**config.mk**
```make
export PLATFORM = sky130hd
export DESIGN_NAME = dsdm_top
export DESIGN_NICKNAME = d
export VERILOG_FILES = /design/src/dsdm_chan.v /design/src/dsdm_top.v
export VERILOG_INCLUDE_DIRS = /design/src
export SDC_FILE = /design/constraint.sdc
export NUM_CORES = 1
export LEC_CHECK = 0
export BUFFER_PORTS_ARGS = -buffer_cell sky130_fd_sc_hd__buf_2
export CAP_MARGIN = 5
export CORE_MARGIN = 2
export CORE_UTILIZATION = 36
export DETAILED_ROUTE_END_ITERATION = 6
export GPL_ROUTABILITY_DRIVEN = 0
export GPL_TIMING_DRIVEN = 1
export PLACE_DENSITY_LB_ADDON = 0.08
export SLEW_MARGIN = 25
export SYNTH_ARGS = -nofsm -noshare
export SYNTH_HDL_FRONTEND = slang
export SYNTH_SLANG_ARGS = --single-unit
```
**constraint.sdc**
```tcl
create_clock -name clk_sys -period 2.6 [get_ports clk_sys]
set_input_delay 0.26 -clock clk_sys [delete_from_list [all_inputs] [get_ports clk_sys]]
set_output_delay 0.26 -clock clk_sys [all_outputs]
set_load 0.05 [all_outputs]
```
**src/dsdm_consts.vh**
```
`ifndef DSDM_CONSTS_VH
`define DSDM_CONSTS_VH
// Sense source selector codes
`define DSDM_SRC_OFF 3'h0
`define DSDM_SRC_CH1 3'h1
`define DSDM_SRC_CH2 3'h2
`define DSDM_SRC_TEMP 3'h3
`define DSDM_SRC_FAULT 3'h4
`define DSDM_SRC_UNDEF 3'h5
// Select code values
`define DSDM_SEL_CH1 2'h0
`define DSDM_SEL_CH2 2'h1
`define DSDM_SEL_TEMP 2'h2
`define DSDM_SEL_NA 2'h3
// Timing, in microseconds, and clock rate in MHz
`define DSDM_CLK_MHZ 200
`define DSDM_STBY_US 20000
`define DSDM_RETRY_US 2000
`define DSDM_STBY_CYC (`DSDM_STBY_US * `DSDM_CLK_MHZ)
`define DSDM_RETRY_CYC (`DSDM_RETRY_US * `DSDM_CLK_MHZ)
`define DSDM_CNT_W 24
// Device mode codes, one-hot
`define DSDM_MODE_STBY 5'h01
`define DSDM_MODE_SDLY 5'h02
`define DSDM_MODE_DIAG 5'h04
`define DSDM_MODE_ACT 5'h08
`define DSDM_MODE_FLT 5'h10
`endif

```
**src/dsdm_chan.v**
```verilog
`timescale 1ns/1ps
`include "dsdm_consts.vh"
module dsdm_chan #(
  parameter RETRY_CYC = `DSDM_RETRY_CYC,
  parameter CNT_W = `DSDM_CNT_W
) (
  input wire clk_sys,
  input wire rst_n,
  input wire clk_en,
  input wire on_req,
  input wire diag_en,
  input wire gnd_ok,
  input wire hold_sel,
  input wire overcurrent,
  input wire overtemp,
  input wire vout_high,
  output reg switch_on_reg,
  output reg shut_wait_reg,
  output reg openload_reg,
  output wire fault_detect,
  output wire flag_cond
);
  // Cut to the counter width on purpose; the retry wait must fit CNT_W bits
  localparam [31:0] RETRY_LAST_W = RETRY_CYC - 1;
  localparam [CNT_W-1:0] RETRY_LAST = RETRY_LAST_W[CNT_W-1:0];
  reg [CNT_W-1:0] retry_cnt_reg;
  reg on_req_d_reg;
  reg diag_d_reg;
  wire retry_done;
  wire shut_event;
  wire ol_clear;
  //////////////////////////////////////////////////////////////////////////////
  // shutdown cause
  assign shut_event = switch_on_reg & (overcurrent | overtemp);
  assign retry_done = (retry_cnt_reg == RETRY_LAST);
  assign ol_clear = (diag_d_reg & ~diag_en) | (on_req & ~on_req_d_reg);
  always @(posedge clk_sys) begin
    if (!rst_n) begin
      switch_on_reg <= 1'b0;
      shut_wait_reg <= 1'b0;
      openload_reg <= 1'b0;
      retry_cnt_reg <= {CNT_W{1'b0}};
      on_req_d_reg <= 1'b0;
      diag_d_reg <= 1'b0;
    end else if (clk_en) begin
      on_req_d_reg <= on_req;
      diag_d_reg <= diag_en;
      // retry counter restarts while faults persist or latched
      if (!shut_wait_reg || overcurrent || overtemp || hold_sel)
        retry_cnt_reg <= {CNT_W{1'b0}};
      else if (!retry_done)
        retry_cnt_reg <= retry_cnt_reg + 1'b1;
      if (!gnd_ok) begin
        switch_on_reg <= 1'b0;
      end else if (shut_event) begin
        switch_on_reg <= 1'b0;
        shut_wait_reg <= 1'b1;
      // leave fault when clear, unlatched and expired
      end else if (shut_wait_reg) begin
        if (retry_done && !overcurrent && !overtemp && !hold_sel) begin
          shut_wait_reg <= 1'b0;
          switch_on_reg <= on_req;
        end
      end else begin
        switch_on_reg <= on_req;
      end
      // off-state detection only with diag on and enable low
      if (ol_clear)
        openload_reg <= 1'b0;
      else if (diag_en && !on_req && gnd_ok)
        openload_reg <= vout_high;
      else
        openload_reg <= 1'b0;
    end
  end
  assign fault_detect = shut_wait_reg | openload_reg;
  assign flag_cond = fault_detect;
endmodule // dsdm_chan

```
**src/dsdm_top.v**
```verilog
`timescale 1ns/1ps
`include "dsdm_consts.vh"
module dsdm_top #(
  parameter FIXED_LIMIT = 0,
  parameter STBY_CYC = `DSDM_STBY_CYC,
  parameter RETRY_CYC = `DSDM_RETRY_CYC,
  parameter TEMP_W = 8
) (
  input wire clk_sys,
  input wire rst_n,
  input wire clk_en,
  input wire ch1_on_request,
  input wire ch2_on_request,
  input wire diag_enable,
  input wire sense_select_hi,
  input wire sense_select_lo,
  input wire fault_hold_select,
  input wire gnd_ok,
  input wire ch1_overcurrent,
  input wire ch2_overcurrent,
  input wire ch1_overtemp,
  input wire ch2_overtemp,
  input wire ch1_vout_high,
  input wire ch2_vout_high,
  input wire inverse_current,
  input wire [TEMP_W-1:0] ch1_temp,
  input wire [TEMP_W-1:0] ch2_temp,
  output reg [2:0] sense_source_reg,
  output reg sense_oe_reg,
  output reg [TEMP_W-1:0] sense_temp_reg,
  output wire ch1_fault_flag_out,
  output reg ch1_fault_flag_oe_reg,
  output wire ch2_fault_flag_out,
  output reg ch2_fault_flag_oe_reg,
  output wire ch1_switch_on,
  output wire ch2_switch_on,
  output reg [4:0] mode_reg
);
  localparam [4:0] ST_STBY = `DSDM_MODE_STBY;
  localparam [4:0] ST_SDLY = `DSDM_MODE_SDLY;
  localparam [4:0] ST_DIAG = `DSDM_MODE_DIAG;
  localparam [4:0] ST_ACT = `DSDM_MODE_ACT;
  localparam [4:0] ST_FLT = `DSDM_MODE_FLT;
  localparam CNT_W = `DSDM_CNT_W;
  // Cut to the counter width on purpose; the delay must fit CNT_W bits
  localparam [31:0] STBY_LAST_W = STBY_CYC - 1;
  localparam [CNT_W-1:0] STBY_LAST = STBY_LAST_W[CNT_W-1:0];
  //////////////////////////////////////////////////////////////////////////////
  // Pin synchronisers; first stage read only by second
  localparam NSYNC = 13;
  wire [NSYNC-1:0] pin_raw;
  reg [NSYNC-1:0] sync1_reg;
  reg [NSYNC-1:0] sync2_reg;
  assign pin_raw = {inverse_current, gnd_ok, fault_hold_select, sense_select_hi, sense_select_lo,
                    diag_enable, ch2_on_request, ch1_on_request, ch2_vout_high, ch1_vout_high,
                    ch2_overtemp, ch1_overtemp, ch2_overcurrent | ch1_overcurrent & 1'b0};
  genvar gi;
  generate
    for (gi = 0; gi < NSYNC; gi = gi + 1) begin : g_sync
      always @(posedge clk_sys) begin
        if (!rst_n) begin
          sync1_reg[gi] <= 1'b0;
          sync2_reg[gi] <= 1'b0;
        end else if (clk_en) begin
          sync1_reg[gi] <= pin_raw[gi];
          sync2_reg[gi] <= sync1_reg[gi];
        end
      end
    end
  endgenerate
  reg [1:0] oc_s1_reg;
  reg [1:0] oc_s2_reg;
  always @(posedge clk_sys) begin
    if (!rst_n) begin
      oc_s1_reg <= 2'h0;
      oc_s2_reg <= 2'h0;
    end else if (clk_en) begin
      oc_s1_reg <= {ch2_overcurrent, ch1_overcurrent};
      oc_s2_reg <= oc_s1_reg;
    end
  end
  wire oc1_s = oc_s2_reg[0];
  wire oc2_s = oc_s2_reg[1];
  wire ot1_s = sync2_reg[1];
  wire ot2_s = sync2_reg[2];
  wire vh1_s = sync2_reg[3];
  wire vh2_s = sync2_reg[4];
  wire en1_s = sync2_reg[5];
  wire en2_s = sync2_reg[6];
  wire dia_s = sync2_reg[7];
  wire sello_s = sync2_reg[8];
  // on fixed-limit variant the high select is ignored, assumed grounded
  wire selhi_s = (FIXED_LIMIT != 0) ? 1'b0 : sync2_reg[9];
  wire hold_s = sync2_reg[10];
  wire gnd_s = sync2_reg[11];
  // inverse current is synchronised but never feeds fault logic
  wire inv_unused = sync2_reg[12] & sync2_reg[0];
  //////////////////////////////////////////////////////////////////////////////
  // two independent channel instances
  wire [1:0] shut_w;
  wire [1:0] ol_w;
  wire [1:0] fd_w;
  wire [1:0] fc_w;
  wire [1:0] sw_w;
  wire [1:0] en_w = {en2_s, en1_s};
  wire [1:0] oc_w = {oc2_s, oc1_s};
  wire [1:0] ot_w = {ot2_s, ot1_s};
  wire [1:0] vh_w = {vh2_s, vh1_s};
  generate
    for (gi = 0; gi < 2; gi = gi + 1) begin : g_ch
      dsdm_chan #(
        .RETRY_CYC(RETRY_CYC),
        .CNT_W(CNT_W)
      ) u_chan (
        .clk_sys(clk_sys),
        .rst_n(rst_n),
        .clk_en(clk_en),
        .on_req(en_w[gi]),
        .diag_en(dia_s),
        .gnd_ok(gnd_s),
        .hold_sel(hold_s),
        .overcurrent(oc_w[gi]),
        .overtemp(ot_w[gi]),
        .vout_high(vh_w[gi]),
        .switch_on_reg(sw_w[gi]),
        .shut_wait_reg(shut_w[gi]),
        .openload_reg(ol_w[gi]),
        .fault_detect(fd_w[gi]),
        .flag_cond(fc_w[gi])
      );
    end
  endgenerate
  assign ch1_switch_on = sw_w[0];
  assign ch2_switch_on = sw_w[1];
  //////////////////////////////////////////////////////////////////////////////
  // Device mode machine
  reg [CNT_W-1:0] stby_cnt_reg;
  reg [4:0] mode_next;
  wire all_low = ~en1_s & ~en2_s & ~dia_s;
  wire stby_done = (stby_cnt_reg == STBY_LAST);
  always @* begin
    mode_next = mode_reg;
    case (mode_reg)
      ST_STBY: begin
        if (!all_low)
          mode_next = (en1_s | en2_s) ? ST_ACT : ST_DIAG;
      end
      ST_SDLY: begin
        // standby after delay with inputs still low
        if (!all_low)
          mode_next = (en1_s | en2_s) ? ST_ACT : ST_DIAG;
        else if (stby_done)
          mode_next = ST_STBY;
      end
      default: begin
        if (|shut_w)
          mode_next = ST_FLT;
        else if (all_low)
          mode_next = ST_SDLY;
        else if (en1_s | en2_s)
          mode_next = ST_ACT;
        else
          mode_next = ST_DIAG;
      end
    endcase
  end
  always @(posedge clk_sys) begin
    if (!rst_n) begin
      mode_reg <= ST_SDLY;
      stby_cnt_reg <= {CNT_W{1'b0}};
    end else if (clk_en) begin
      mode_reg <= mode_next;
      // standby delay restarts when condition lost
      if (mode_reg != ST_SDLY || !all_low)
        stby_cnt_reg <= {CNT_W{1'b0}};
      else if (!stby_done)
        stby_cnt_reg <= stby_cnt_reg + 1'b1;
    end
  end
  //////////////////////////////////////////////////////////////////////////////
  // Sense mux and fault flags
  // no diagnostics in standby
  wire diag_live = dia_s & (mode_reg != ST_STBY) & ~inv_unused | dia_s & inv_unused & (mode_reg != ST_STBY);
  wire [1:0] sel = {selhi_s, sello_s};
  wire [TEMP_W-1:0] hot_temp = (ch1_temp > ch2_temp) ? ch1_temp : ch2_temp;
  reg [2:0] src_next;
  always @* begin
    src_next = `DSDM_SRC_OFF;
    if (diag_live) begin
      if (FIXED_LIMIT != 0) begin
        // fixed-limit mux by low select bit
        if (fd_w[sello_s])
          src_next = `DSDM_SRC_FAULT;
        else
          src_next = sello_s ? `DSDM_SRC_CH2 : `DSDM_SRC_CH1;
      end else begin
        case (sel)
          // resistor-set mux; fault level on channel codes
          `DSDM_SEL_CH1: src_next = fd_w[0] ? `DSDM_SRC_FAULT : `DSDM_SRC_CH1;
          `DSDM_SEL_CH2: src_next = fd_w[1] ? `DSDM_SRC_FAULT : `DSDM_SRC_CH2;
          `DSDM_SEL_TEMP: src_next = `DSDM_SRC_TEMP;
          default: src_next = `DSDM_SRC_UNDEF;
        endcase
      end
    end
  end
  always @(posedge clk_sys) begin
    if (!rst_n) begin
      sense_source_reg <= `DSDM_SRC_OFF;
      sense_oe_reg <= 1'b0;
      sense_temp_reg <= {TEMP_W{1'b0}};
      ch1_fault_flag_oe_reg <= 1'b0;
      ch2_fault_flag_oe_reg <= 1'b0;
    end else if (clk_en) begin
      sense_source_reg <= src_next;
      sense_oe_reg <= diag_live;
      sense_temp_reg <= hot_temp;
      // per-channel open-drain flags, fixed-limit variant only, pulled low on own fault while diagnostics live
      ch1_fault_flag_oe_reg <= (FIXED_LIMIT != 0) & diag_live & fc_w[0];
      ch2_fault_flag_oe_reg <= (FIXED_LIMIT != 0) & diag_live & fc_w[1];
    end
  end
  assign ch1_fault_flag_out = 1'b0;
  assign ch2_fault_flag_out = 1'b0;
endmodule // dsdm_top

```
==> results.json <==
{
  "area_growth_pct": 19.3,
  "period_share_pct": 85.4,
  "ys_warn_count": 0,
  "grt_first_pass_wirelength_um": 24400,
  "hold_buffers": 0,
  "ios": 56,
  "antenna_found_initial": 0,
  "reg2reg_from": "g_ch[1].u_chan.retry_cnt_reg[0]",
  "worstMarginPinSlew_ns": 0.909,
  "holdPathEnd": "sync1_reg[7]",
  "insertion_delay_ns": 0.42,
  "max_cap_viol_count": 0,
  "worstPathArrival_ns": 2.56,
  "final_util_pct": 43.7,
  "power.total_mw": 4.90,
  "critPathMaxFanout": 6,
  "power_frac_comb_pct": 6.8,
  "dpl.hpwl_um": 10000,
  "hold_viol": 0,
  "drt-pass1-iter-count": 5,
  "vias": 5327,
  "fillers": 1678,
  "numCtsBuffers": 17,
  "timing.rr.end": "g_ch[1].u_chan.retry_cnt_reg[10]",
  "pwr-share-clk_pct": 54.0,
  "synth-async-reset-ratio_pct": 0,
  "max_freq_ghz": 0.450,
  "htreeDepth": 4,
  "placed_area_sq_um": 6530,
  "grt_usage_pct": 16.8,
  "setup_viol": 0,
  "synth_edf_count": 0,
  "root_buffer": "clkbuf_16",
  "grt_max_degree": 49,
  "critPathKind": "reg -> reg",
  "yosysUniqueCellTypes": 56,
  "syn_area_per_cell_sq_um": 8.56,
  "power.share.sequential_pct": 39.2,
  "p_int_mw": 3.77,
  "clockBufferDepth": 2,
  "grt_overflow": 0,
  "drive_gt1_share_pct": 13.6,
  "post_cts_buffers": 0,
  "cts_tree": "built",
  "grt_setup_unrepaired": "false",
  "cp-start-kind": "flip-flop",
  "hold_depth": 3,
  "wl_um": 14400,
  "r2r_setup_slack_ns": 0.38,
  "start_util_pct": 36.6,
  "status": "finished clean",
  "cts.sinks": 121,
  "rr_worst_depth": 6,
  "coreArea_sq_um": 16500,
  "n_antenna_cell": 0,
  "cts_resized": 0,
  "die_y_um": 133,
  "largest_register_ffs": 48,
  "grt_pass1_vias": 5011,
  "min_period_ns": 2.22,
  "switching_power_mw": 1.13,
  "layout.nets": 801,
  "slew_headroom_pct": 39.4,
  "power_density_nw_per_um2": 681,
  "wire_per_inst_um": 14.5,
  "syn_inst": 705,
  "yosysSeqAreaShare_pct": 40.2,
  "design.die.area_sq_um": 17800,
  "leakagePower_nw": 2.61,
  "critPathRequiredTime_ns": 2.94,
  "drc": 0,
  "tns_ns": 0,
  "slew_viol_final": 0,
  "fp.dieW_um": 133,
  "min_from": "diag_enable",
  "peakVddDrop_mv": 0.524,
  "endpoint_kind": "flip-flop",
  "switching_share_pct": 23.1,
  "syn_area_sq_um": 6030,
  "drt_iter0_markers": 345,
  "clkSlewWorstSetupHoldPaths_ns": 0.05,
  "viasPerCell": 5.38,
  "ys.flop_type": "dfxtp_1",
  "rows": 47,
  "io_buffers": 50,
  "hold_path.class": "in -> reg",
  "final_area_sq_um": 7200,
  "ant_nets": 0,
  "finalHoldWorstSlack_ns": 0.104,
  "synth_seq_cells": 121,
  "fin_skew_ns": 0.00719
}
-- metrics by stage --
step                setup slack, ns  cells
floorplan                     0.330    708
global placement              0.437    958
detailed placement            0.392    958
CTS                           0.384    990
global route                  0.144    990
finish                        0.378    990
-- Yosys cell counts (20+ instances only) --
cell / n / area share [%]
dfxtp_1: 121 / 40
nand2_1: 52 / 3.2
nor2_1: 46 / 2.9
nor2b_1: 34 / 3.5
nand3_1: 32 / 2.7
mux2i_1: 35 / 5.8
or4_1: 20 / 2.5
clkbuf_1: 24 / 1.5
or3_1: 20 / 2.1
a21oi_1: 34 / 2.8
o21ai_0: 47 / 3.9
nand4_1: 25 / 2.6
-- per-layer routing --
| layer | track usage (%) | part of all wire, % | vias to the layer above |
|---|---|---|---|
| li1 | - | - | 2715 |
| met1 | 22.3 | 50 | 2530 |
| met2 | 27.2 | 46 | 67 |
| met3 | 3.54 | 2.7 | 15 |
| met4 | 6.09 | 1.2 | 0 |
| met5 | 0 | 0 | - |
-- cells in the final DEF, fill, tap and decap left out, types with 20 or more instances in the layout --
| cell | n |
|---|---|
| mux2i_1 | 35 |
| nand3_1 | 32 |
| a21oi_1 | 34 |
| o21ai_0 | 47 |
| nand4_1 | 25 |
| or4_1 | 20 |
| dfxtp_1 | 121 |
| or3_1 | 20 |
| buf_2 | 49 |
| nor2_1 | 46 |
| nor2b_1 | 34 |
| nand2_1 | 52 |
-- cells by family (layout without fill, tap and decap cells) --
family | Yosys count | after routing | share of synthesized area (%)
xor+xnor | 32 | 32 | 4.65
other cells | 1 | 4 | 0.0622
buf+inv | 54 | 116 | 3.84
mux | 35 | 35 | 5.81
fa+ha+maj | 11 | 11 | 2.28
simple gates | 306 | 306 | 28.5
flops | 121 | 121 | 40.2
compound gates | 145 | 145 | 14.7
-- layout make-up --
cell class / instances / area (sq um) / area share [%]
Clock buffer: 19 / 453 / 6.29
Timing Repair Buffer: 66 / 373 / 5.18
Multi-Input combinational cell: 533 / 3390 / 47.1
Sequential cell: 121 / 2420 / 33.7
Clock inverter: 13 / 216 / 3.01
Tap cell: 220 / 275 / 3.82
Inverter: 18 / 67.6 / 0.939
-- worst max-delay path, cell delays in order (launching register included) --
cell     delay (ns)
dfxtp_1        0.38
ha_1           0.25
nand2_1        0.11
or4_1          0.58
nor3_1         0.49
o21ai_0        0.18
a21oi_1        0.15
-- power groups by stage --
| stage | registers, mW | clock network [mW] | logic (mW) |
|---|---|---|---|
| 6_report | 1.92 | 2.64 | 0.335 |
| 5_1_grt | 1.93 | 2.79 | 0.373 |
| 4_1_cts | 1.92 | 2.71 | 0.339 |
| 3_5_place_dp | 1.96 | 0 | 0.337 |
| 3_3_place_gp | 1.96 | 0 | 0.332 |
| 2_1_floorplan | 2.00 | 0 | 0.206 |
-- how the worst max path moves through the flow --
| stage | start | to | slack [ns] | depth (start not counted) |
|---|---|---|---|---|
| floorplan | mode_reg[1] | stby_cnt_reg[20] | 0.33 | 6 |
| global placement | mode_reg[1] | stby_cnt_reg[22] | 0.44 | 5 |
| detailed placement | mode_reg[1] | stby_cnt_reg[22] | 0.39 | 5 |
| CTS | mode_reg[1] | stby_cnt_reg[22] | 0.38 | 5 |
| global route | g_ch[1].u_chan.retry_cnt_reg[0] | g_ch[1].u_chan.retry_cnt_reg[8] | 0.14 | 6 |
| finish | g_ch[1].u_chan.retry_cnt_reg[0] | g_ch[1].u_chan.retry_cnt_reg[10] | 0.38 | 6 |
(Power assumes the default switching activity.)
